===== src/hw/ewp_pkg.sv =====
// Constants and types shared by the write-protect gate and its helpers.
// Assumes the two-wire framing logic outside hands over whole decoded bytes.
package ewp_pkg;

  localparam logic [3:0] PREAMBLE_ARRAY = 4'hA;
  localparam logic [3:0] PREAMBLE_PROT = 4'h6;
  localparam logic [2:0] REV_SET_SEL = 3'h1;
  localparam logic [2:0] REV_CLR_SEL = 3'h3;
  localparam logic [1:0] REV_SET_PINS = 2'h0;
  localparam logic [1:0] REV_CLR_PINS = 2'h1;
  localparam logic [7:0] UPPER_HALF_BASE = 8'h80;
  localparam int PREAMBLE_MSB = 7;
  localparam int PREAMBLE_LSB = 4;
  localparam int SEL_MSB = 3;
  localparam int SEL_LSB = 1;
  localparam int RW_BIT = 0;
  localparam int PIN_A0 = 0;
  localparam logic SYNC_RESET_VAL = 1'b0;

  typedef enum logic [2:0] {
    KIND_NONE,
    KIND_ARRAY,
    KIND_PERM,
    KIND_REV_SET,
    KIND_REV_CLR
  } ewp_kind_t;

endpackage


===== src/hw/ewp_sync.sv =====
// Three-stage pin synchroniser with agreement filter.
// Assumes inputs are asynchronous pins; output changes only when stages two and three agree.
`timescale 1ns/1ps
module ewp_sync #(
  parameter int WIDTH = 1
) (
  input wire logic core_clk_i,
  input wire logic rst_n_i,
  input wire logic [WIDTH-1:0] async_i,
  output logic [WIDTH-1:0] sync_o
);

  logic [WIDTH-1:0] s1_r;
  logic [WIDTH-1:0] s2_r;
  logic [WIDTH-1:0] s3_r;

  always_ff @(posedge core_clk_i) begin
    if (!rst_n_i) begin
      s1_r <= {WIDTH{ewp_pkg::SYNC_RESET_VAL}};
      s2_r <= {WIDTH{ewp_pkg::SYNC_RESET_VAL}};
      s3_r <= {WIDTH{ewp_pkg::SYNC_RESET_VAL}};
    end else begin
      s1_r <= async_i;
      s2_r <= s1_r;
      s3_r <= s2_r;
    end
  end

  // Each bit settles on its own so a slow edge on one pin does not hold the others.
  genvar g;
  generate
    for (g = 0; g < WIDTH; g++) begin : g_bit
      always_ff @(posedge core_clk_i) begin
        if (!rst_n_i) begin
          sync_o[g] <= ewp_pkg::SYNC_RESET_VAL;
        end else if (s2_r[g] == s3_r[g]) begin
          sync_o[g] <= s3_r[g];
        end
      end
    end
  endgenerate

endmodule


===== src/hw/ewp_decode.sv =====
// Combinational classifier for the device address byte.
// Assumes pin levels arrive already synchronised.
`timescale 1ns/1ps
module ewp_decode (
  input wire logic [7:0] ctrl_byte_i,
  input wire logic [2:0] addr_pins_i,
  input wire logic hv_a0_i,
  output ewp_pkg::ewp_kind_t kind_o,
  output logic rd_o
);

  logic [3:0] pre;
  logic [2:0] sel;

  always_comb begin
    pre = ctrl_byte_i[ewp_pkg::PREAMBLE_MSB:ewp_pkg::PREAMBLE_LSB];
    sel = ctrl_byte_i[ewp_pkg::SEL_MSB:ewp_pkg::SEL_LSB];
    rd_o = ctrl_byte_i[ewp_pkg::RW_BIT];
    kind_o = ewp_pkg::KIND_NONE;
    if (pre == ewp_pkg::PREAMBLE_ARRAY && sel == addr_pins_i) begin
      kind_o = ewp_pkg::KIND_ARRAY;
    end else if (pre == ewp_pkg::PREAMBLE_PROT) begin
      // The high voltage on pin zero is what separates the reversible flag from the permanent one.
      if (hv_a0_i) begin
        if (sel == ewp_pkg::REV_SET_SEL && addr_pins_i[2:1] == ewp_pkg::REV_SET_PINS) begin
          kind_o = ewp_pkg::KIND_REV_SET;
        end else if (sel == ewp_pkg::REV_CLR_SEL && !rd_o
                     && addr_pins_i[2:1] == ewp_pkg::REV_CLR_PINS) begin
          kind_o = ewp_pkg::KIND_REV_CLR;
        end
      end else if (sel == addr_pins_i) begin
        kind_o = ewp_pkg::KIND_PERM;
      end
    end
  end

endmodule


===== src/hw/ewp_gate.sv =====
// Write-protect decision logic for a small two-wire serial memory.
// Assumes framing logic outside delivers address bytes, data-word writes and stop events as pulses.
`timescale 1ns/1ps
module ewp_gate (
  input wire logic core_clk_i,
  input wire logic rst_n_i,
  input wire logic wp_pin_i,
  input wire logic hv_a0_i,
  input wire logic [2:0] addr_pins_i,
  input wire logic perm_flag_i,
  input wire logic rev_flag_i,
  input wire logic ctrl_valid_i,
  input wire logic [7:0] ctrl_byte_i,
  input wire logic word_valid_i,
  input wire logic [7:0] word_addr_i,
  input wire logic stop_i,
  output logic ack_valid_o,
  output logic ack_o,
  output logic commit_valid_o,
  output logic commit_o,
  output logic [7:0] commit_addr_o,
  output logic prog_perm_o,
  output logic set_rev_o,
  output logic clr_rev_o,
  output logic wcycle_start_o
);

  logic wp_s;
  logic hv_s;
  logic [2:0] pins_s;
  ewp_pkg::ewp_kind_t dec_kind;
  logic dec_rd;
  logic dec_ack;
  ewp_pkg::ewp_kind_t kind_r;
  ewp_pkg::ewp_kind_t kind_nxt;
  logic rd_r;
  logic wr_ok;
  logic stop_wr;
  logic arr_wr;

  ewp_sync #(.WIDTH(5)) u_sync (
    .core_clk_i(core_clk_i),
    .rst_n_i(rst_n_i),
    .async_i({wp_pin_i, hv_a0_i, addr_pins_i}),
    .sync_o({wp_s, hv_s, pins_s})
  );

  ewp_decode u_decode (
    .ctrl_byte_i(ctrl_byte_i),
    .addr_pins_i(pins_s),
    .hv_a0_i(hv_s),
    .kind_o(dec_kind),
    .rd_o(dec_rd)
  );

  // The flags come straight from nonvolatile cells and are steady, so no synchroniser is spent on them.
  always_comb begin
    case (dec_kind)
      ewp_pkg::KIND_ARRAY: dec_ack = 1'b1;
      ewp_pkg::KIND_PERM: dec_ack = !perm_flag_i;
      ewp_pkg::KIND_REV_SET: dec_ack = !rev_flag_i;
      ewp_pkg::KIND_REV_CLR: dec_ack = !perm_flag_i;
      default: dec_ack = 1'b0;
    endcase
  end

  // A refused byte leaves nothing pending, so the following stop has no effect.
  always_comb begin
    kind_nxt = kind_r;
    if (ctrl_valid_i) begin
      kind_nxt = dec_ack ? dec_kind : ewp_pkg::KIND_NONE;
    end else if (stop_i) begin
      kind_nxt = ewp_pkg::KIND_NONE;
    end
  end

  always_ff @(posedge core_clk_i) begin
    if (!rst_n_i) begin
      kind_r <= ewp_pkg::KIND_NONE;
      rd_r <= 1'b0;
    end else begin
      kind_r <= kind_nxt;
      if (ctrl_valid_i) begin
        rd_r <= dec_rd;
      end
    end
  end

  always_ff @(posedge core_clk_i) begin
    if (!rst_n_i) begin
      ack_valid_o <= 1'b0;
      ack_o <= 1'b0;
    end else begin
      ack_valid_o <= ctrl_valid_i;
      ack_o <= ctrl_valid_i && dec_ack;
    end
  end

  always_comb begin
    wr_ok = !wp_s && (!(perm_flag_i || rev_flag_i) || word_addr_i >= ewp_pkg::UPPER_HALF_BASE);
  end

  // True when the pending command is of the wanted kind and the qualifier holds.
  function automatic logic pend_hit(input ewp_pkg::ewp_kind_t pend, input ewp_pkg::ewp_kind_t want, input logic qual);
    pend_hit = qual && pend == want;
  endfunction

  // Reads leave nothing to do at stop, and a stop that meets a new address byte is dropped.
  always_comb begin
    stop_wr = stop_i && !ctrl_valid_i && !rd_r;
    arr_wr = pend_hit(kind_r, ewp_pkg::KIND_ARRAY, !rd_r);
  end

  always_ff @(posedge core_clk_i) begin
    if (!rst_n_i) begin
      commit_valid_o <= 1'b0;
      commit_o <= 1'b0;
      commit_addr_o <= 8'h00;
    end else begin
      commit_valid_o <= word_valid_i && arr_wr;
      commit_o <= word_valid_i && arr_wr && wr_ok;
      if (word_valid_i) begin
        commit_addr_o <= word_addr_i;
      end
    end
  end

  // Flag changes (only with the protect pin low) and the write-cycle start happen on the stop that closes an acknowledged write.
  always_ff @(posedge core_clk_i) begin
    if (!rst_n_i) begin
      prog_perm_o <= 1'b0;
      set_rev_o <= 1'b0;
      clr_rev_o <= 1'b0;
      wcycle_start_o <= 1'b0;
    end else begin
      prog_perm_o <= pend_hit(kind_r, ewp_pkg::KIND_PERM, stop_wr) && !wp_s;
      set_rev_o <= pend_hit(kind_r, ewp_pkg::KIND_REV_SET, stop_wr) && !wp_s;
      clr_rev_o <= pend_hit(kind_r, ewp_pkg::KIND_REV_CLR, stop_wr) && !wp_s;
      wcycle_start_o <= stop_wr && kind_r != ewp_pkg::KIND_NONE;
    end
  end

  property p_perm_refused;
    @(posedge core_clk_i) disable iff (!rst_n_i)
      ctrl_valid_i && dec_kind == ewp_pkg::KIND_PERM && perm_flag_i |=> ack_valid_o && !ack_o;
  endproperty
  a_perm_refused: assert property (p_perm_refused) else $error("permanent command acknowledged while set");

  property p_perm_status;
    @(posedge core_clk_i) disable iff (!rst_n_i)
      ctrl_valid_i && dec_kind == ewp_pkg::KIND_PERM && !perm_flag_i |=> ack_o;
  endproperty
  a_perm_status: assert property (p_perm_status) else $error("permanent command not acknowledged");

  property p_rev_refused;
    @(posedge core_clk_i) disable iff (!rst_n_i)
      ctrl_valid_i && dec_kind == ewp_pkg::KIND_REV_SET && rev_flag_i |=> !ack_o;
  endproperty
  a_rev_refused: assert property (p_rev_refused) else $error("reversible command acknowledged while set");

  property p_rev_status;
    @(posedge core_clk_i) disable iff (!rst_n_i)
      ctrl_valid_i && dec_kind == ewp_pkg::KIND_REV_SET && !rev_flag_i |=> ack_o;
  endproperty
  a_rev_status: assert property (p_rev_status) else $error("reversible command not acknowledged");

  property p_clr_refused;
    @(posedge core_clk_i) disable iff (!rst_n_i)
      ctrl_valid_i && dec_kind == ewp_pkg::KIND_REV_CLR |=> ack_o == !$past(perm_flag_i);
  endproperty
  a_clr_refused: assert property (p_clr_refused) else $error("clear acknowledge wrong");

  property p_low_half_safe;
    @(posedge core_clk_i) disable iff (!rst_n_i)
      commit_o |-> commit_addr_o >= ewp_pkg::UPPER_HALF_BASE || (!$past(perm_flag_i) && !$past(rev_flag_i));
  endproperty
  a_low_half_safe: assert property (p_low_half_safe) else $error("lower half written under protection");

  property p_full_array;
    @(posedge core_clk_i) disable iff (!rst_n_i)
      word_valid_i && kind_r == ewp_pkg::KIND_ARRAY && !rd_r && !wp_s && !perm_flag_i && !rev_flag_i |=> commit_o;
  endproperty
  a_full_array: assert property (p_full_array) else $error("unprotected write not committed");

  property p_pin_high;
    @(posedge core_clk_i) disable iff (!rst_n_i)
      wp_s && $stable(wp_s) |=> !commit_o && !prog_perm_o && !set_rev_o && !clr_rev_o;
  endproperty
  a_pin_high: assert property (p_pin_high) else $error("change while pin high");

  property p_wcycle;
    @(posedge core_clk_i) disable iff (!rst_n_i)
      prog_perm_o || set_rev_o || clr_rev_o |-> wcycle_start_o;
  endproperty
  a_wcycle: assert property (p_wcycle) else $error("flag change without write cycle");

  property p_array_ack;
    @(posedge core_clk_i) disable iff (!rst_n_i)
      ctrl_valid_i && dec_kind == ewp_pkg::KIND_ARRAY |=> ack_valid_o && ack_o;
  endproperty
  a_array_ack: assert property (p_array_ack) else $error("array address byte not acknowledged");

  property p_unmatched;
    @(posedge core_clk_i) disable iff (!rst_n_i)
      ctrl_valid_i && dec_kind == ewp_pkg::KIND_NONE |=> ack_valid_o && !ack_o;
  endproperty
  a_unmatched: assert property (p_unmatched) else $error("unmatched address byte acknowledged");

  property p_ack_timing;
    @(posedge core_clk_i) disable iff (!rst_n_i)
      ack_valid_o |-> $past(ctrl_valid_i);
  endproperty
  a_ack_timing: assert property (p_ack_timing) else $error("acknowledge without address byte");

  property p_refused_idle;
    @(posedge core_clk_i) disable iff (!rst_n_i)
      ctrl_valid_i && !dec_ack |=> kind_r == ewp_pkg::KIND_NONE;
  endproperty
  a_refused_idle: assert property (p_refused_idle) else $error("refused byte left a command pending");

  property p_perm_done;
    @(posedge core_clk_i) disable iff (!rst_n_i)
      stop_wr && kind_r == ewp_pkg::KIND_PERM && !wp_s |=> prog_perm_o;
  endproperty
  a_perm_done: assert property (p_perm_done) else $error("permanent flag not programmed");

  property p_rev_set_done;
    @(posedge core_clk_i) disable iff (!rst_n_i)
      stop_wr && kind_r == ewp_pkg::KIND_REV_SET && !wp_s |=> set_rev_o;
  endproperty
  a_rev_set_done: assert property (p_rev_set_done) else $error("reversible flag not set");

  property p_rev_clr_done;
    @(posedge core_clk_i) disable iff (!rst_n_i)
      stop_wr && kind_r == ewp_pkg::KIND_REV_CLR && !wp_s |=> clr_rev_o;
  endproperty
  a_rev_clr_done: assert property (p_rev_clr_done) else $error("reversible flag not cleared");

  property p_pin_high_flags;
    @(posedge core_clk_i) disable iff (!rst_n_i)
      stop_i && wp_s |=> !prog_perm_o && !set_rev_o && !clr_rev_o;
  endproperty
  a_pin_high_flags: assert property (p_pin_high_flags) else $error("flag changed at stop while pin high");

  property p_prog_pin_low;
    @(posedge core_clk_i) disable iff (!rst_n_i)
      prog_perm_o || set_rev_o || clr_rev_o |-> !$past(wp_s);
  endproperty
  a_prog_pin_low: assert property (p_prog_pin_low) else $error("flag changed with pin high");

  property p_pin_high_array;
    @(posedge core_clk_i) disable iff (!rst_n_i)
      word_valid_i && wp_s |=> !commit_o;
  endproperty
  a_pin_high_array: assert property (p_pin_high_array) else $error("array stored while pin high");

  property p_upper_half;
    @(posedge core_clk_i) disable iff (!rst_n_i)
      word_valid_i && arr_wr && !wp_s && word_addr_i >= ewp_pkg::UPPER_HALF_BASE |=> commit_o;
  endproperty
  a_upper_half: assert property (p_upper_half) else $error("upper half write not stored");

  property p_commit_addr;
    @(posedge core_clk_i) disable iff (!rst_n_i)
      word_valid_i |=> commit_addr_o == $past(word_addr_i);
  endproperty
  a_commit_addr: assert property (p_commit_addr) else $error("commit address not captured");

  property p_commit_write;
    @(posedge core_clk_i) disable iff (!rst_n_i)
      commit_valid_o |-> $past(arr_wr) && $past(word_valid_i);
  endproperty
  a_commit_write: assert property (p_commit_write) else $error("commit outside an array write");

  property p_blocked_cycle;
    @(posedge core_clk_i) disable iff (!rst_n_i)
      stop_wr && kind_r == ewp_pkg::KIND_ARRAY |=> wcycle_start_o;
  endproperty
  a_blocked_cycle: assert property (p_blocked_cycle) else $error("array write without write cycle");

  property p_read_quiet;
    @(posedge core_clk_i) disable iff (!rst_n_i)
      stop_i && rd_r |=> !wcycle_start_o && !prog_perm_o && !set_rev_o && !clr_rev_o;
  endproperty
  a_read_quiet: assert property (p_read_quiet) else $error("read stop started an action");

  c_array_write: cover property (@(posedge core_clk_i) disable iff (!rst_n_i) commit_o);
  c_blocked_write: cover property (@(posedge core_clk_i) disable iff (!rst_n_i) commit_valid_o && !commit_o);
  c_prog_perm: cover property (@(posedge core_clk_i) disable iff (!rst_n_i) prog_perm_o);
  c_clr_rev: cover property (@(posedge core_clk_i) disable iff (!rst_n_i) clr_rev_o);
  c_refused: cover property (@(posedge core_clk_i) disable iff (!rst_n_i) ack_valid_o && !ack_o);

endmodule


===== config.mk =====
export PLATFORM = sky130hd
export DESIGN_NAME = ewp_gate
export DESIGN_NICKNAME = d
export VERILOG_FILES = /design/src/hw/ewp_pkg.sv /design/src/hw/ewp_sync.sv /design/src/hw/ewp_decode.sv /design/src/hw/ewp_gate.sv
export SDC_FILE = /design/constraint.sdc
export NUM_CORES = 1
export LEC_CHECK = 0
export BUFFER_PORTS_ARGS = -buffer_cell sky130_fd_sc_hd__buf_2
export CAP_MARGIN = 20
export CORE_ASPECT_RATIO = 1.2
export CORE_MARGIN = 2
export CORE_UTILIZATION = 45
export CTS_CLUSTER_DIAMETER = 150
export DETAILED_ROUTE_END_ITERATION = 6
export MAX_ROUTING_LAYER = met4
export PLACE_DENSITY_LB_ADDON = 0.25
export SLEW_MARGIN = 20
export SYNTH_ARGS = -nofsm -noshare
export SYNTH_HDL_FRONTEND = slang
export SYNTH_SLANG_ARGS = --single-unit

===== constraint.sdc =====
create_clock -name core_clk_i -period 2.8 [get_ports core_clk_i]
set_input_delay 0.28 -clock core_clk_i [delete_from_list [all_inputs] [get_ports core_clk_i]]
set_output_delay 0.28 -clock core_clk_i [all_outputs]
set_load 0.01 [all_outputs]

# Yosys cells after proc, flatten, opt, wreduce, memory -nomap -nowiden
# Index checks and enable logic that the tools add are counted.
# Widths: inputs -> output; s select.
dict set report word_totals {
  regBits 40
  latch_bits 0
  ram_bits 0
  rom_bits 0
  inputBits 28
  output_inout_bits 16
  word_cells 80
  mem_count 0
}
dict set report classes {
  n_addsub 0
  mul 0
  div 0
  n_lt_le_gt_ge 1
  eq_ne 19
  n_shift 0
  muxes 10
  n_bitwise 0
  reduce_logical 31
}
# op n
set op_table {}
lappend op_table {{$mux 3} 8}
lappend op_table {{$logic_and 1x1->1} 18}
lappend op_table {{$eq 3x2->1 const B} 5}
lappend op_table {{$eq 3x1->1 const B} 3}
lappend op_table {{$ge 8x8->1 const B} 1}
lappend op_table {{$logic_not 1->1} 7}
lappend op_table {{$eq 3x3->1 const B} 2}
lappend op_table {{$eq 1x1->1} 5}
lappend op_table {{$eq 4x3->1 const B} 1}
lappend op_table {{$eq 4x4->1 const B} 1}
lappend op_table {{$eq 3x3->1} 1}
lappend op_table {{$pmux 1 s3} 1}
lappend op_table {{$reduce_bool 3->1} 1}
lappend op_table {{$eq 2x1->1 const B} 1}
lappend op_table {{$logic_not 2->1} 1}
lappend op_table {{$logic_or 1x1->1} 2}
lappend op_table {{$mux 2} 1}
lappend op_table {{$reduce_bool 2->1} 1}
lappend op_table {{$reduce_or 2->1} 1}

# Longest topological paths before layout
# Gate-level depths: netlist of run 1.
dict set report logic_depth {
  word_depth 13
  mapped_depth 4
  ltp_nobuf 4
}

# Modules after synthesis
# Synthesis of run 1 repeated with hierarchy kept, for this count alone.
dict set report unflattened {
  hier_cells 142
  area_unflattened_um2 1544.0
}
# mod n_inst cells_per_inst area_each_um2 seq_area_each_um2
set by_module_without_submodules {}
lappend by_module_without_submodules {ewp_gate 1 74 809.5 400.4}
lappend by_module_without_submodules {ewp_sync 1 52 606.8 400.4}
lappend by_module_without_submodules {ewp_decode 1 16 127.6 0.0}

# Least setup slack after synthesis of run 1
# Ideal clock, no wire load.
dict set report synth_path {
  path_type {register -> register}
  start {reg u_sync.sync_o[2]}
  end {reg kind_r[2]}
  setup_time_ns 0.117
  arrival_time_ns 1.076
  required_ns 2.683
  path_slack_ns 1.607
  path_stages_with_launch 5
  n_path_buf 0
  period_less_slack_ns 1.193
  path_cell_list {dfxtp_1 -> and4bb_4 -> and3_1 -> a211oi_2 -> a32o_1}
}
dict set report synth_between {
  elab_chain_cells 12
}
# item line_no
set synth_rtl {}
lappend synth_rtl {{start: declaration} ewp_sync.sv:10} ;# output logic [WIDTH-1:0] sync_o
lappend synth_rtl {{start signal: indexed assignment} ewp_sync.sv:35} ;# sync_o[g] <= ewp_pkg::SYNC_RESET_VAL;
lappend synth_rtl {{start signal: indexed assignment} ewp_sync.sv:37} ;# sync_o[g] <= s3_r[g];
lappend synth_rtl {{$eq 2x1->1} ewp_decode.sv:28} ;# && addr_pins_i[2:1] == ewp_pkg::REV_CLR_PINS) begin
lappend synth_rtl {{$logic_and 1x1->1} ewp_decode.sv:28}
lappend synth_rtl {{$mux 3} ewp_decode.sv:27} ;# end else if (sel == ewp_pkg::REV_CLR_SEL && !rd_o
lappend synth_rtl {{$mux 3} ewp_decode.sv:25} ;# if (sel == ewp_pkg::REV_SET_SEL && addr_pins_i[2:1] == ewp_pkg::REV_SET_PINS) begin
lappend synth_rtl {{$mux 3} ewp_decode.sv:24} ;# if (hv_a0_i) begin
lappend synth_rtl {{$mux 3} ewp_decode.sv:22} ;# end else if (pre == ewp_pkg::PREAMBLE_PROT) begin
lappend synth_rtl {{$mux 3 (*)} ewp_decode.sv:20} ;# if (pre == ewp_pkg::PREAMBLE_ARRAY && sel == addr_pins_i) begin
lappend synth_rtl {{$eq 3x3->1 / $eq 3x2->1 (equally long branches)} ewp_gate.sv:58} ;# case (dec_kind)
lappend synth_rtl {{$reduce_or 2->1 (no line)} --}
lappend synth_rtl {{$pmux 1 s3} ewp_gate.sv:58}
lappend synth_rtl {{$mux 3 (*)} ewp_gate.sv:71} ;# kind_nxt = dec_ack ? dec_kind : ewp_pkg::KIND_NONE;
lappend synth_rtl {{$mux 3 (*)} ewp_gate.sv:70} ;# if (ctrl_valid_i) begin
lappend synth_rtl {{end signal: assignment} ewp_gate.sv:79} ;# kind_r <= ewp_pkg::KIND_NONE;
lappend synth_rtl {{end signal: assignment} ewp_gate.sv:82} ;# kind_r <= kind_nxt;
lappend synth_rtl {{end: declaration} ewp_gate.sv:34} ;# ewp_pkg::ewp_kind_t kind_r;
# Every way passes the cells marked *; elsewhere a longest branch is shown, timed or not.
# A chain may end at the register's enable or synchronous reset.

# Final worst setup path of run 1
dict set report layout_path {
  start {reg u_sync.sync_o[3]}
  end {reg kind_r[2]}
}
dict set report layout_between {
  elab_chain_cells 8
}
# item line_no
set layout_rtl {}
lappend layout_rtl {{$mux 3 (*)} ewp_decode.sv:24}
lappend layout_rtl {{$mux 3 (*)} ewp_decode.sv:22}
lappend layout_rtl {{$mux 3 (*)} ewp_decode.sv:20}
lappend layout_rtl {{$eq 3x3->1 / $eq 3x2->1 (equally long branches)} ewp_gate.sv:58}
lappend layout_rtl {{$reduce_or 2->1 (no line)} --}
lappend layout_rtl {{$pmux 1 s3} ewp_gate.sv:58}
lappend layout_rtl {{$mux 3 (*)} ewp_gate.sv:71}
lappend layout_rtl {{$mux 3 (*)} ewp_gate.sv:70}
# Marked as above.

==> results of run 1 <==
==> layout make-up <==
class                   count  share of cell area
clock buffers               7              0.0366
repair buffers             43               0.121
clock inverters             1              0.0169
well taps                  36              0.0253
flip-flops and latches     40               0.450
multi-input cells          86               0.350
==> kinds of logic (layout without fill, tap and decap cells) <==
kind of cell | count (synthesis) | after routing | share of synthesized area
AO/OA/AOI/OAI | 21 | 21 | 0.105
XOR/XNOR | 2 | 2 | 0.0122
buffers and inverters | 4 | 51 | 0.0122
flip-flops | 40 | 40 | 0.556
multiplexers | 9 | 9 | 0.0626
AND/OR/NAND/NOR | 54 | 54 | 0.252
==> where the power goes <==
group	leakage, nW	switching (mW)	internal [mW]
Combinational	0.411	0.0355	0.0395
Sequential	0.327	0.00706	0.586
Clock	0.0515	0.180	0.237
==> cells in the mapped netlist, types with 3 or more instances <==
library cell,n
sky130_fd_sc_hd__dfxtp_1,40
sky130_fd_sc_hd__and2_1,17
sky130_fd_sc_hd__mux2i_1,9
sky130_fd_sc_hd__nor2b_1,9
sky130_fd_sc_hd__o21ai_0,6
sky130_fd_sc_hd__a21boi_0,5
sky130_fd_sc_hd__nand2_1,5
sky130_fd_sc_hd__nor3b_1,5
sky130_fd_sc_hd__and3b_1,3
==> stage by stage <==
stage | setup slack, ps | hold WS (ps) | instances
2_1_floorplan | 1610 | 402 | 130
3_3_place_gp | 1250 | 414 | 205
3_5_place_dp | 1190 | 419 | 205
4_1_cts | 1460 | 118 | 213
5_1_grt | 1360 | 112 | 213
6_report | 1460 | 134 | 213
==> worst max-delay path by stage <==
stage / from / to / slack, ps / depth (start not counted)
after CTS: u_sync.sync_o[3] / kind_r[2] / 1460 / 4
after floorplan: u_sync.sync_o[2] / kind_r[2] / 1610 / 4
final: u_sync.sync_o[3] / kind_r[2] / 1460 / 4
after global routing: u_sync.sync_o[3] / kind_r[2] / 1360 / 4
after global placement: rst_n_i / kind_r[2] / 1250 / 5
after detailed placement: rst_n_i / kind_r[2] / 1190 / 5
==> routing by layer <==
layer / track usage / vias to the layer above / share of wire
li1: - / 547 / -
met1: 0.176 / 504 / 0.39
met2: 0.292 / 40 / 0.51
met3: 0.0626 / 7 / 0.071
met4: 0.0884 / 0 / 0.020
met5: - / - / 0
==> flip-flops by register name, summed over array words and instances (netlist names) <==
register,count
commit_o,1
wcycle_start_o,1
u_sync.s3_r,5
ack_valid_o,1
prog_perm_o,1
u_sync.sync_o,5
ack_o,1
kind_r,3
u_sync.s1_r,5
commit_addr_o,8
u_sync.s2_r,5
clr_rev_o,1
commit_valid_o,1
set_rev_o,1
rd_r,1
==> impl_metrics.sql, run 1 <==
INSERT INTO impl_metrics (metric_group, metric, value, unit) VALUES
('power_and_ir_drop', 'static-leakage-power', '0.790', 'nW'),
('setup_path', 'crit_chain', 'and4bb_4, nand2_2, a211oi_2, a32o_1', ''),
('cts', 'post_cts_resize_count', '0', ''),
('synthesis', 'synth_seq_cells', '40', ''),
('cts', 'tritoncts.num_buffers', '5', ''),
('cts', 'root_buffer', 'sky130_fd_sc_hd__clkbuf_4', ''),
('route', 'detail_route.wl_per_cell', '12.6', 'um'),
('setup_path', 'rr_startpoint', 'u_sync.sync_o[3]', ''),
('synthesis', 'seq_area_frac_synth', '0.556', ''),
('route', 'route.antenna.remaining_nets', '0', ''),
('route', 'vias', '1098', ''),
('place', 'dp_hpwl', '1920', 'um'),
('setup_path', 'worst-endpoint-arrival', '1640', 'ps'),
('cts', 'htree_num_levels', '2', ''),
('run', 'maxCapViolations', '0', ''),
('route', 'avgViaCountPerCell', '5.15', ''),
('synthesis', 'synth_ff_type', 'sky130_fd_sc_hd__dfxtp_1', ''),
('cts', 'clk_path_buf_depth', '2', ''),
('layout', 'layout.cells.most_common_list', '43 x sky130_fd_sc_hd__buf_2, 40 x sky130_fd_sc_hd__dfxtp_1, 17 x sky130_fd_sc_hd__and2_1', ''),
('synthesis', 'cells_after_synthesis', '130', ''),
('synthesis', 'synthDominantCellAreaShare', '0.556', ''),
('global_route', 'grt_util_all_layers', '0.172', ''),
('sta', 'final-hold-violation-count', '0', ''),
('setup_path', 'r2r_setup_slack', '1460', 'ps'),
('layout', 'fraction_of_final_layout_cells_sized_beyond_drive_strength_1', '0.316', ''),
('floorplan', 'full_die_area', '3670', 'um2'),
('layout', 'post-route-util', '0.582', ''),
('layout', 'postLayoutCellArea', '1780', 'um2'),
('sta', 'skew', '2.62', 'ps'),
('floorplan', 'initial_core_utilization', '0.471', ''),
('route', 'route.detailed.drc', '0', ''),
('synthesis', 'yosys_warnings', '0', ''),
('power_and_ir_drop', 'vdd_drop_max', '0.371', 'mV'),
('sta', 'timing.setup.tns', '0', 'ps'),
('hold_path', 'worst_hold_path_type', 'in2reg', ''),
('setup_path', 'crit_path_end_kind', 'register', ''),
('floorplan', 'die-width', '55.6', 'um'),
('synthesis', 'share_of_synthesized_registers_carrying_an_async_set_or_reset', '0', ''),
('cts', 'postCtsHoldBufs', '0', ''),
('cts', 'cts_tree', 'built', ''),
('floorplan', 'boundary_pins', '44', ''),
('setup_path', 'r2r_endpoint', 'kind_r[2]', ''),
('place', 'numPortBuffers', '43', ''),
('power_and_ir_drop', 'power-per-cell-area', '610', 'nW/um2'),
('layout', 'design.final.nets', '204', ''),
('status', 'status', 'finished, final reports clean', ''),
('synthesis', 'synth_fp_nets', '158', ''),
('floorplan', 'num_rows', '22', ''),
('cts', 'clock_transition_at_path_regs', '110', 'ps'),
('setup_path', 'worst_path_dominant_cell_family', 'compound AO/OA/AOI/OAI gates', ''),
('global_route', 'maximum_number_of_pins_on_one_net_before_global_route_repair', '35', ''),
('synthesis', 'syn_area', '1440', 'um2'),
('layout', 'register_area', '801', 'um2'),
('setup_path', 'critical-path-slowest-cell', 'sky130_fd_sc_hd__dfxtp_1', ''),
('place', 'gp_congestion', '0.771', ''),
('global_route', 'first_global_vias', '1088', ''),
('sta', 'rsz0062_at_grt', 'no', ''),
('hold_path', 'whs_path_depth', '2', ''),
('global_route', 'initial_antenna_violation_count', '0', ''),
('hold_path', 'timing.hold.worst.start', 'addr_pins_i[0]', ''),
('sta', 'timing_worst_slew_pin_value', '440', 'ps'),
('setup_path', 'timing.critical_path.slowest_cell_delay', '420', 'ps'),
('sta', 'finalSetupViolCount', '0', ''),
('setup_path', 'crit_type', 'reg2reg', ''),
('sta', 'relative_slew_slack', '0.706', ''),
('setup_path', 'reg2reg_depth', '4', ''),
('cts', 'clkSinkCount', '40', ''),
('cts', 'clk_latency', '340', 'ps'),
('synthesis', 'synth_enable_flop_cells', '0', ''),
('synthesis', 'yosys.cell_types.count', '31', ''),
('hold_path', 'hold_path_end', 'u_sync.s1_r[0]', '');
Note: power is estimated with default switching activity, not from simulation.
==> inputs of run 2 (changes only) <==
ABC_AREA = 1   (was default)
clock period = 1.12 ns   (was 2.8 ns; I/O delays follow)
==> run 2 against run 1 <==
- the flow now finishes with violations (setup timing)
- setup slack got worse by 1500 ps
- non-clock buffer count increased by 25
- synthesized area increased by 3.6%
- hold slack got worse by 82 ps
- die area increased by 3.3%
- first-iteration DRC count unchanged
- sequential power increased to 2.5 times the previous value
- clock power increased by 56%
- cell count increased by 40%
- largest power group unchanged
- highest routed layer unchanged
==> impl_metrics.sql, run 2 <==
INSERT INTO impl_metrics (metric_group, metric, value, unit) VALUES
('status', 'status', 'finished with violations', ''),
('status', 'violations_in_the_final_reports', 'setup timing', ''),
('setup_path', 'r2r_endpoint', 'kind_r[2]', ''),
('layout', 'largest_register_ff_count', '8', ''),
('setup_path', 'rr_startpoint', 'u_sync.sync_o[2]', ''),
('setup_path', 'setup.worst_path.start_class', 'register', ''),
('synthesis', 'cells_after_synthesis', '192', ''),
('route', 'route.antenna.remaining_nets', '0', ''),
('setup_path', 'crit_type', 'reg2reg', ''),
('floorplan', 'full_die_area', '3790', 'um2'),
('layout', 'largest_register', 'commit_addr_o', ''),
('layout', 'fraction_of_final_layout_cells_sized_beyond_drive_strength_1', '0.302', ''),
('route', 'route.detailed.drc', '0', ''),
('layout', 'multi_input_comb_area', '581', 'um2'),
('cts', 'clkSinkCount', '40', ''),
('setup_path', 'worst-endpoint-arrival', '1440', 'ps'),
('sta', 'rsz0062_at_grt', 'yes', ''),
('synthesis', 'yosys_warnings', '0', ''),
('global_route', 'grt_util_all_layers', '0.170', ''),
('synthesis', 'synth_largest_area_cell', 'sky130_fd_sc_hd__dfxtp_1', ''),
('route', 'detail_route.wl_per_cell', '9.84', 'um'),
('global_route', 'initial_antenna_violation_count', '0', ''),
('power_and_ir_drop', 'combinationalPowerShare', '0.110', ''),
('synthesis', 'yosys.cell_types.count', '21', ''),
('setup_path', 'r2r_setup_slack', '-80', 'ps'),
('synthesis', 'synth_ff_type', 'sky130_fd_sc_hd__dfxtp_1', ''),
('run', 'maxCapViolations', '0', ''),
('power_and_ir_drop', 'power.switching_fraction', '0.239', ''),
('power_and_ir_drop', 'total_switching_power', '0.573', 'mW'),
('synthesis', 'synthDominantCellAreaShare', '0.537', ''),
('place', 'gp_congestion', '0.808', ''),
('synthesis', 'synth_enable_flop_cells', '0', ''),
('power_and_ir_drop', 'power-per-cell-area', '1170', 'nW/um2'),
('place', 'dp_hpwl', '2030', 'um'),
('setup_path', 'crit_path_end_kind', 'register', ''),
('global_route', 'maximum_number_of_pins_on_one_net_before_global_route_repair', '30', ''),
('global_route', 'first_global_vias', '1208', ''),
('sta', 'minimum_clock_period', '1200', 'ps'),
('sta', 'setup_ws', '-78.9', 'ps'),
('cts', 'clk_path_buf_depth', '2', ''),
('synthesis', 'share_of_synthesized_registers_carrying_an_async_set_or_reset', '0', ''),
('hold_path', 'whs_path_depth', '3', ''),
('global_route', 'first_pass_grt_wire_length', '4790', 'um'),
('cts', 'root_buffer', 'sky130_fd_sc_hd__clkbuf_4', ''),
('layout', 'layout.cells.most_common_list', '43 x sky130_fd_sc_hd__buf_2, 38 x sky130_fd_sc_hd__dfxtp_1, 31 x sky130_fd_sc_hd__inv_1', ''),
('setup_path', 'crit_path_start', 'u_sync.sync_o[2]', ''),
('sta', 'finalSetupViolCount', '4', ''),
('sta', 'clock.fmax', '834', 'MHz'),
('cts', 'clock_transition_at_path_regs', '110', 'ps'),
('place', 'numPortBuffers', '43', ''),
('hold_path', 'hold_path_end', 'set_rev_o', ''),
('power_and_ir_drop', 'p_int', '1.83', 'mW'),
('route', 'avgViaCountPerCell', '4.57', ''),
('power_and_ir_drop', 'static-leakage-power', '1.09', 'nW'),
('global_route', 'grt.overflow.total', '0', ''),
('cts', 'htree_num_levels', '2', ''),
('setup_path', 'timing.critical_path.fanout_max', '4', ''),
('sta', 'hold_ws', '51.5', 'ps'),
('synthesis', 'yosys-top-cells-area', 'sky130_fd_sc_hd__dfxtp_1 54%, sky130_fd_sc_hd__nand2_1 8.8%, sky130_fd_sc_hd__inv_1 8.1%', ''),
('sta', 'min_period_over_period', '1.07', ''),
('floorplan', 'boundary_pins', '44', ''),
('route', 'drt_pre_antenna_iters', '4', ''),
('route', 'drt-total-wl', '2930', 'um'),
('route', 'vias', '1363', ''),
('cts', 'tritoncts.num_buffers', '5', ''),
('power_and_ir_drop', 'share_clk_of_total_power', '0.271', ''),
('sta', 'timing_worst_slew_pin_value', '263', 'ps'),
('synthesis', 'synth_fp_nets', '220', ''),
('route', 'dr.first_iter.drc_count', '47', ''),
('cts', 'clk_latency', '340', 'ps'),
('setup_path', 'cp.required', '1370', 'ps'),
('floorplan', 'design.core.area', '3110', 'um2'),
('layout', 'num-fill-cells', '290', ''),
('place', 'placed_cells_incl_taps', '274', ''),
('floorplan', 'floorplan.die.height', '67.1', 'um'),
('floorplan', 'initial_core_utilization', '0.479', ''),
('sta', 'relative_slew_slack', '0.823', ''),
('sta', 'final-hold-violation-count', '0', ''),
('synthesis', 'synthMostInstantiatedCell', 'sky130_fd_sc_hd__dfxtp_1', ''),
('sta', 'skew', '5.51', 'ps'),
('layout', 'synthToLayoutAreaGrowth', '37.8', '%'),
('synthesis', 'synth_seq_cells', '40', ''),
('synthesis', 'syn_area', '1490', 'um2'),
('cts', 'cts_tree', 'built', ''),
('hold_path', 'worst_hold_path_type', 'in2reg', ''),
('synthesis', 'netlist_top_cells_count', '40 x sky130_fd_sc_hd__dfxtp_1, 35 x sky130_fd_sc_hd__nand2_1, 32 x sky130_fd_sc_hd__inv_1', ''),
('power_and_ir_drop', 'design_power_total', '2.40', 'mW'),
('floorplan', 'num_rows', '22', ''),
('floorplan', 'die-width', '56.6', 'um'),
('power_and_ir_drop', 'share_seq_of_total_power', '0.619', ''),
('layout', 'most_common_library_cell_in_the_layout_ignoring_fill_and_taps', 'sky130_fd_sc_hd__buf_2', ''),
('layout', 'register_area', '806', 'um2'),
('synthesis', 'seq_area_frac_synth', '0.537', ''),
('setup_path', 'reg2reg_depth', '10', ''),
('sta', 'slew_violations', '0', ''),
('hold_path', 'timing.hold.worst.start', 'stop_i', ''),
('layout', 'design.final.nets', '290', ''),
('layout', 'final_standard_cell_count_with_taps_included_and_fillers_excluded', '298', ''),
('layout', 'insertedDiodeCount', '0', ''),
('power_and_ir_drop', 'vdd_drop_max', '0.945', 'mV'),
('synthesis', 'avgSynthCellArea', '7.77', 'um2');
-- run 2: kinds of logic (layout without fill, tap and decap cells) --
group,after synthesis,after routing,share of synthesized area
simple gates,90,90,0.279
buf+inv,38,108,0.103
compound gates,24,24,0.0814
flops,40,40,0.537
-- run 2: cell type report --
| type | count | area share |
|---|---|---|
| tap | 36 | 0.0219 |
| clock buffer | 6 | 0.0201 |
| multi-input combinational | 114 | 0.283 |
| timing repair buffer | 68 | 0.220 |
| sequential | 40 | 0.392 |
| clock inverter | 1 | 0.00244 |
| inverter | 33 | 0.0603 |
-- run 2: what timing repair did --
action                                  4_1_cts  5_1_grt
endpoints found under the hold margin        13        1
hold buffers                                 14        1
resized for setup                             7        4
endpoints found under the setup margin        4        4
buffers inserted                              1        1
pin swaps                                     2        0
-- run 2: critical path, cell delays in order, from the launching register on --
cell,delay [ps]
sky130_fd_sc_hd__dfxtp_4,370
sky130_fd_sc_hd__nor2_4,90
sky130_fd_sc_hd__inv_2,60
sky130_fd_sc_hd__nor2_4,100
sky130_fd_sc_hd__nand3_4,100
sky130_fd_sc_hd__nand2_2,90
sky130_fd_sc_hd__nand2_2,50
sky130_fd_sc_hd__nand3_2,70
sky130_fd_sc_hd__nand2_2,70
sky130_fd_sc_hd__nand3_1,70
sky130_fd_sc_hd__nand2_1,50
-- run 2: how the worst max path moves through the flow --
| stage | end | slack (ps) | depth (start not counted) |
|---|---|---|---|
| floorplan | kind_r[0] | 4 | 10 |
| global placement | kind_r[2] | -60 | 10 |
| detailed placement | kind_r[2] | -90 | 11 |
| CTS | kind_r[2] | -60 | 10 |
| global route | kind_r[0] | -200 | 9 |
| finish | kind_r[2] | -80 | 10 |
-- run 2: through the flow --
| stage | setup TNS, ps | worst slack (ps) | utilization | area [um2] |
|---|---|---|---|---|
| after global routing | -689 | -205 | 0.660 | 2050 |
| after CTS | -176 | -61.5 | 0.652 | 2030 |
| after global placement | -194 | -64.4 | 0.581 | 1810 |
| after floorplan | 0 | 3.50 | - | 1500 |
| final | -226 | -78.9 | 0.660 | 2050 |
| after detailed placement | -297 | -92.1 | 0.581 | 1810 |
-- run 2: power groups by stage --
stage          clock, mW  combinational [mW]  sequential (mW)
5_1_grt            0.735               0.297             1.49
3_3_place_gp           0               0.216             1.52
3_5_place_dp           0               0.218             1.52
6_report           0.650               0.263             1.49
2_1_floorplan          0               0.108             1.53
4_1_cts            0.684               0.261             1.49
-- run 2: layer usage --
layer	track usage	vias to the layer above	wire (um)
li1	-	732	-
met1	0.169	600	1230
met3	0.0583	5	123
met2	0.307	26	1540
met4	0.0625	0	41
met5	-	-	0
==> inputs of run 3 (changes only) <==
GPL_ROUTABILITY_DRIVEN = 0   (was default)
SKIP_LAST_GASP = 1   (was default)
==> run 3 against run 2 <==
- the flow still finishes with violations (setup timing)
- clock power hardly changed
- clock-buffer cell count unchanged
- combinational power hardly changed
- non-clock buffer count unchanged
- critical path type unchanged
- largest power group unchanged
- highest routed layer unchanged
==> impl_metrics.sql, run 3 (synthesized netlist as in run 2, its figures left out) <==
INSERT INTO impl_metrics (metric_group, metric, value, unit) VALUES
('status', 'status', 'finished with violations', ''),
('status', 'violations_in_the_final_reports', 'setup timing', ''),
('setup_path', 'crit_type', 'reg2reg', ''),
('power_and_ir_drop', 'vdd_drop_max', '0.944', 'mV'),
('setup_path', 'crit_top_cell', 'sky130_fd_sc_hd__nand2_2', ''),
('route', 'dr.first_iter.drc_count', '46', ''),
('setup_path', 'critical_path.endpoint', 'kind_r[0]', ''),
('cts', 'root_buffer', 'sky130_fd_sc_hd__clkbuf_4', ''),
('floorplan', 'boundary_pins', '44', ''),
('floorplan', 'full_die_area', '3790', 'um2'),
('global_route', 'first_pass_grt_wire_length', '4790', 'um'),
('setup_path', 'timing.critical_path.fanout_max', '4', ''),
('global_route', 'maximum_number_of_pins_on_one_net_before_global_route_repair', '30', ''),
('sta', 'min_period_over_period', '1.06', ''),
('route', 'detail_route.wl_per_cell', '9.86', 'um'),
('route', 'vias', '1365', ''),
('route', 'route.detailed.drc', '0', ''),
('power_and_ir_drop', 'design_power_total', '2.40', 'mW'),
('layout', 'most_common_library_cell_in_the_layout_ignoring_fill_and_taps', 'sky130_fd_sc_hd__buf_2', ''),
('global_route', 'grt_util_all_layers', '0.170', ''),
('sta', 'clock.fmax', '839', 'MHz'),
('sta', 'rsz0062_at_grt', 'yes', ''),
('setup_path', 'r2r_endpoint', 'kind_r[0]', ''),
('sta', 'skew', '5.58', 'ps'),
('sta', 'minimum_clock_period', '1190', 'ps'),
('setup_path', 'critical-path-slowest-cell', 'sky130_fd_sc_hd__dfxtp_4', ''),
('floorplan', 'design.core.area', '3110', 'um2'),
('power_and_ir_drop', 'power-per-cell-area', '1170', 'nW/um2'),
('setup_path', 'cp.required', '1360', 'ps'),
('power_and_ir_drop', 'static-leakage-power', '1.09', 'nW'),
('setup_path', 'r2r_setup_slack', '-70', 'ps'),
('layout', 'postLayoutCellArea', '2050', 'um2'),
('setup_path', 'crit_path_end_kind', 'register', ''),
('layout', 'insertedDiodeCount', '0', ''),
('cts', 'clkSinkCount', '40', ''),
('place', 'dp_hpwl', '2030', 'um'),
('layout', 'fraction_of_final_layout_cells_sized_beyond_drive_strength_1', '0.294', ''),
('place', 'placement.setup.worst_slack', '-92.1', 'ps'),
('sta', 'finalSetupViolCount', '4', ''),
('route', 'drt-total-wl', '2940', 'um'),
('floorplan', 'initial_core_utilization', '0.479', ''),
('layout', 'largest_register_ff_count', '8', ''),
('layout', 'design.final.nets', '290', ''),
('floorplan', 'floorplan.die.height', '67.1', 'um'),
('place', 'numPortBuffers', '43', ''),
('cts', 'cts_tree', 'built', ''),
('sta', 'relative_slew_slack', '0.822', ''),
('route', 'avgViaCountPerCell', '4.58', ''),
('route', 'drt_pre_antenna_iters', '4', ''),
('floorplan', 'die-width', '56.6', 'um'),
('setup_path', 'crit_path_start', 'u_sync.sync_o[2]', ''),
('sta', 'slew_violations', '0', ''),
('sta', 'timing_worst_slew_pin_value', '264', 'ps'),
('layout', 'layout.cells.most_common_list', '43 x sky130_fd_sc_hd__buf_2, 38 x sky130_fd_sc_hd__dfxtp_1, 32 x sky130_fd_sc_hd__inv_1', ''),
('sta', 'hold_ws', '51.3', 'ps'),
('setup_path', 'rr_startpoint', 'u_sync.sync_o[2]', ''),
('sta', 'setup_ws', '-71.3', 'ps'),
('setup_path', 'timing.critical_path.slowest_cell_delay', '370', 'ps'),
('floorplan', 'num_rows', '22', ''),
('cts', 'clk_path_buf_depth', '2', ''),
('layout', 'largest_register', 'commit_addr_o', ''),
('run', 'maxCapViolations', '0', ''),
('setup_path', 'reg2reg_depth', '10', ''),
('place', 'placed_area', '1810', 'um2'),
('setup_path', 'crit_chain', 'nor2_4, inv_2, nor2_4, nand3_4, nand2_2, nand2_2, nand3_2, nand2_2, nand3_1, nand2_1', ''),
('global_route', 'first_global_vias', '1208', ''),
('setup_path', 'setup.worst_path.start_class', 'register', ''),
('global_route', 'initial_antenna_violation_count', '0', ''),
('cts', 'tritoncts.num_buffers', '5', ''),
('layout', 'synthToLayoutAreaGrowth', '37.4', '%'),
('cts', 'htree_num_levels', '2', ''),
('hold_path', 'worst_hold_path_type', 'in2reg', ''),
('setup_path', 'worst-endpoint-arrival', '1430', 'ps'),
('cts', 'clock_transition_at_path_regs', '110', 'ps'),
('route', 'route.antenna.remaining_nets', '0', ''),
('cts', 'clk_latency', '340', 'ps'),
('global_route', 'grt.overflow.total', '0', ''),
('sta', 'final-hold-violation-count', '0', '');
## run 3: per-stage QoR
step                      setup TNS [ps]  utilization  std cells
final                               -213        0.659        298
after global routing                -698        0.659        298
after CTS                           -176        0.652        296
after detailed placement            -297        0.581        274
after global placement              -194        0.581        274
after floorplan                        0            -        192
## run 3: layer usage
metal  global-route usage  vias to the layer above  wire length [um]
li1                     -                      732                 -
met1                0.169                      599              1230
met2                0.307                       29              1540
met3               0.0583                        5               126
met4               0.0625                        0                41
met5                    -                        -                 0
## run 3: critical path: cells and delay by family, from the launching register on
family	cells	cell delay [ps]
buf+inv	1	60
simple gates	9	660
flops	1	370
## run 3: final cells by class
cell class | instances | area (um2)
Fill cell | 292 | 1060
Sequential cell | 40 | 806
Multi-Input combinational cell | 114 | 576
Timing Repair Buffer | 68 | 453
Inverter | 33 | 124
Tap cell | 36 | 45.0
Clock buffer | 6 | 41.3
Clock inverter | 1 | 5.00
## run 3: how the worst min path moves through the flow
stage / start / end / slack, ps / depth (start not counted)
final: stop_i / set_rev_o / 50 / 3
after global routing: stop_i / set_rev_o / 60 / 3
after floorplan: ctrl_valid_i / rd_r / 210 / 1
after global placement: addr_pins_i[1] / u_sync.s1_r[1] / 290 / 3
after CTS: word_addr_i[7] / commit_addr_o[7] / 0.04 / 3
after detailed placement: wp_pin_i / u_sync.s1_r[4] / 300 / 3
## run 3: power breakdown
group,internal (mW),switching (mW)
combinational,0.129,0.134
clock,0.231,0.419
sequential,1.47,0.0191
total,1.83,0.573
## run 3: what timing repair did
action,CTS,global route
setup buffers,1,1
endpoints found under the setup margin,4,4
hold endpoints to repair,13,1
hold buffers,14,1
gates resized for setup,7,2
pin swaps,2,0
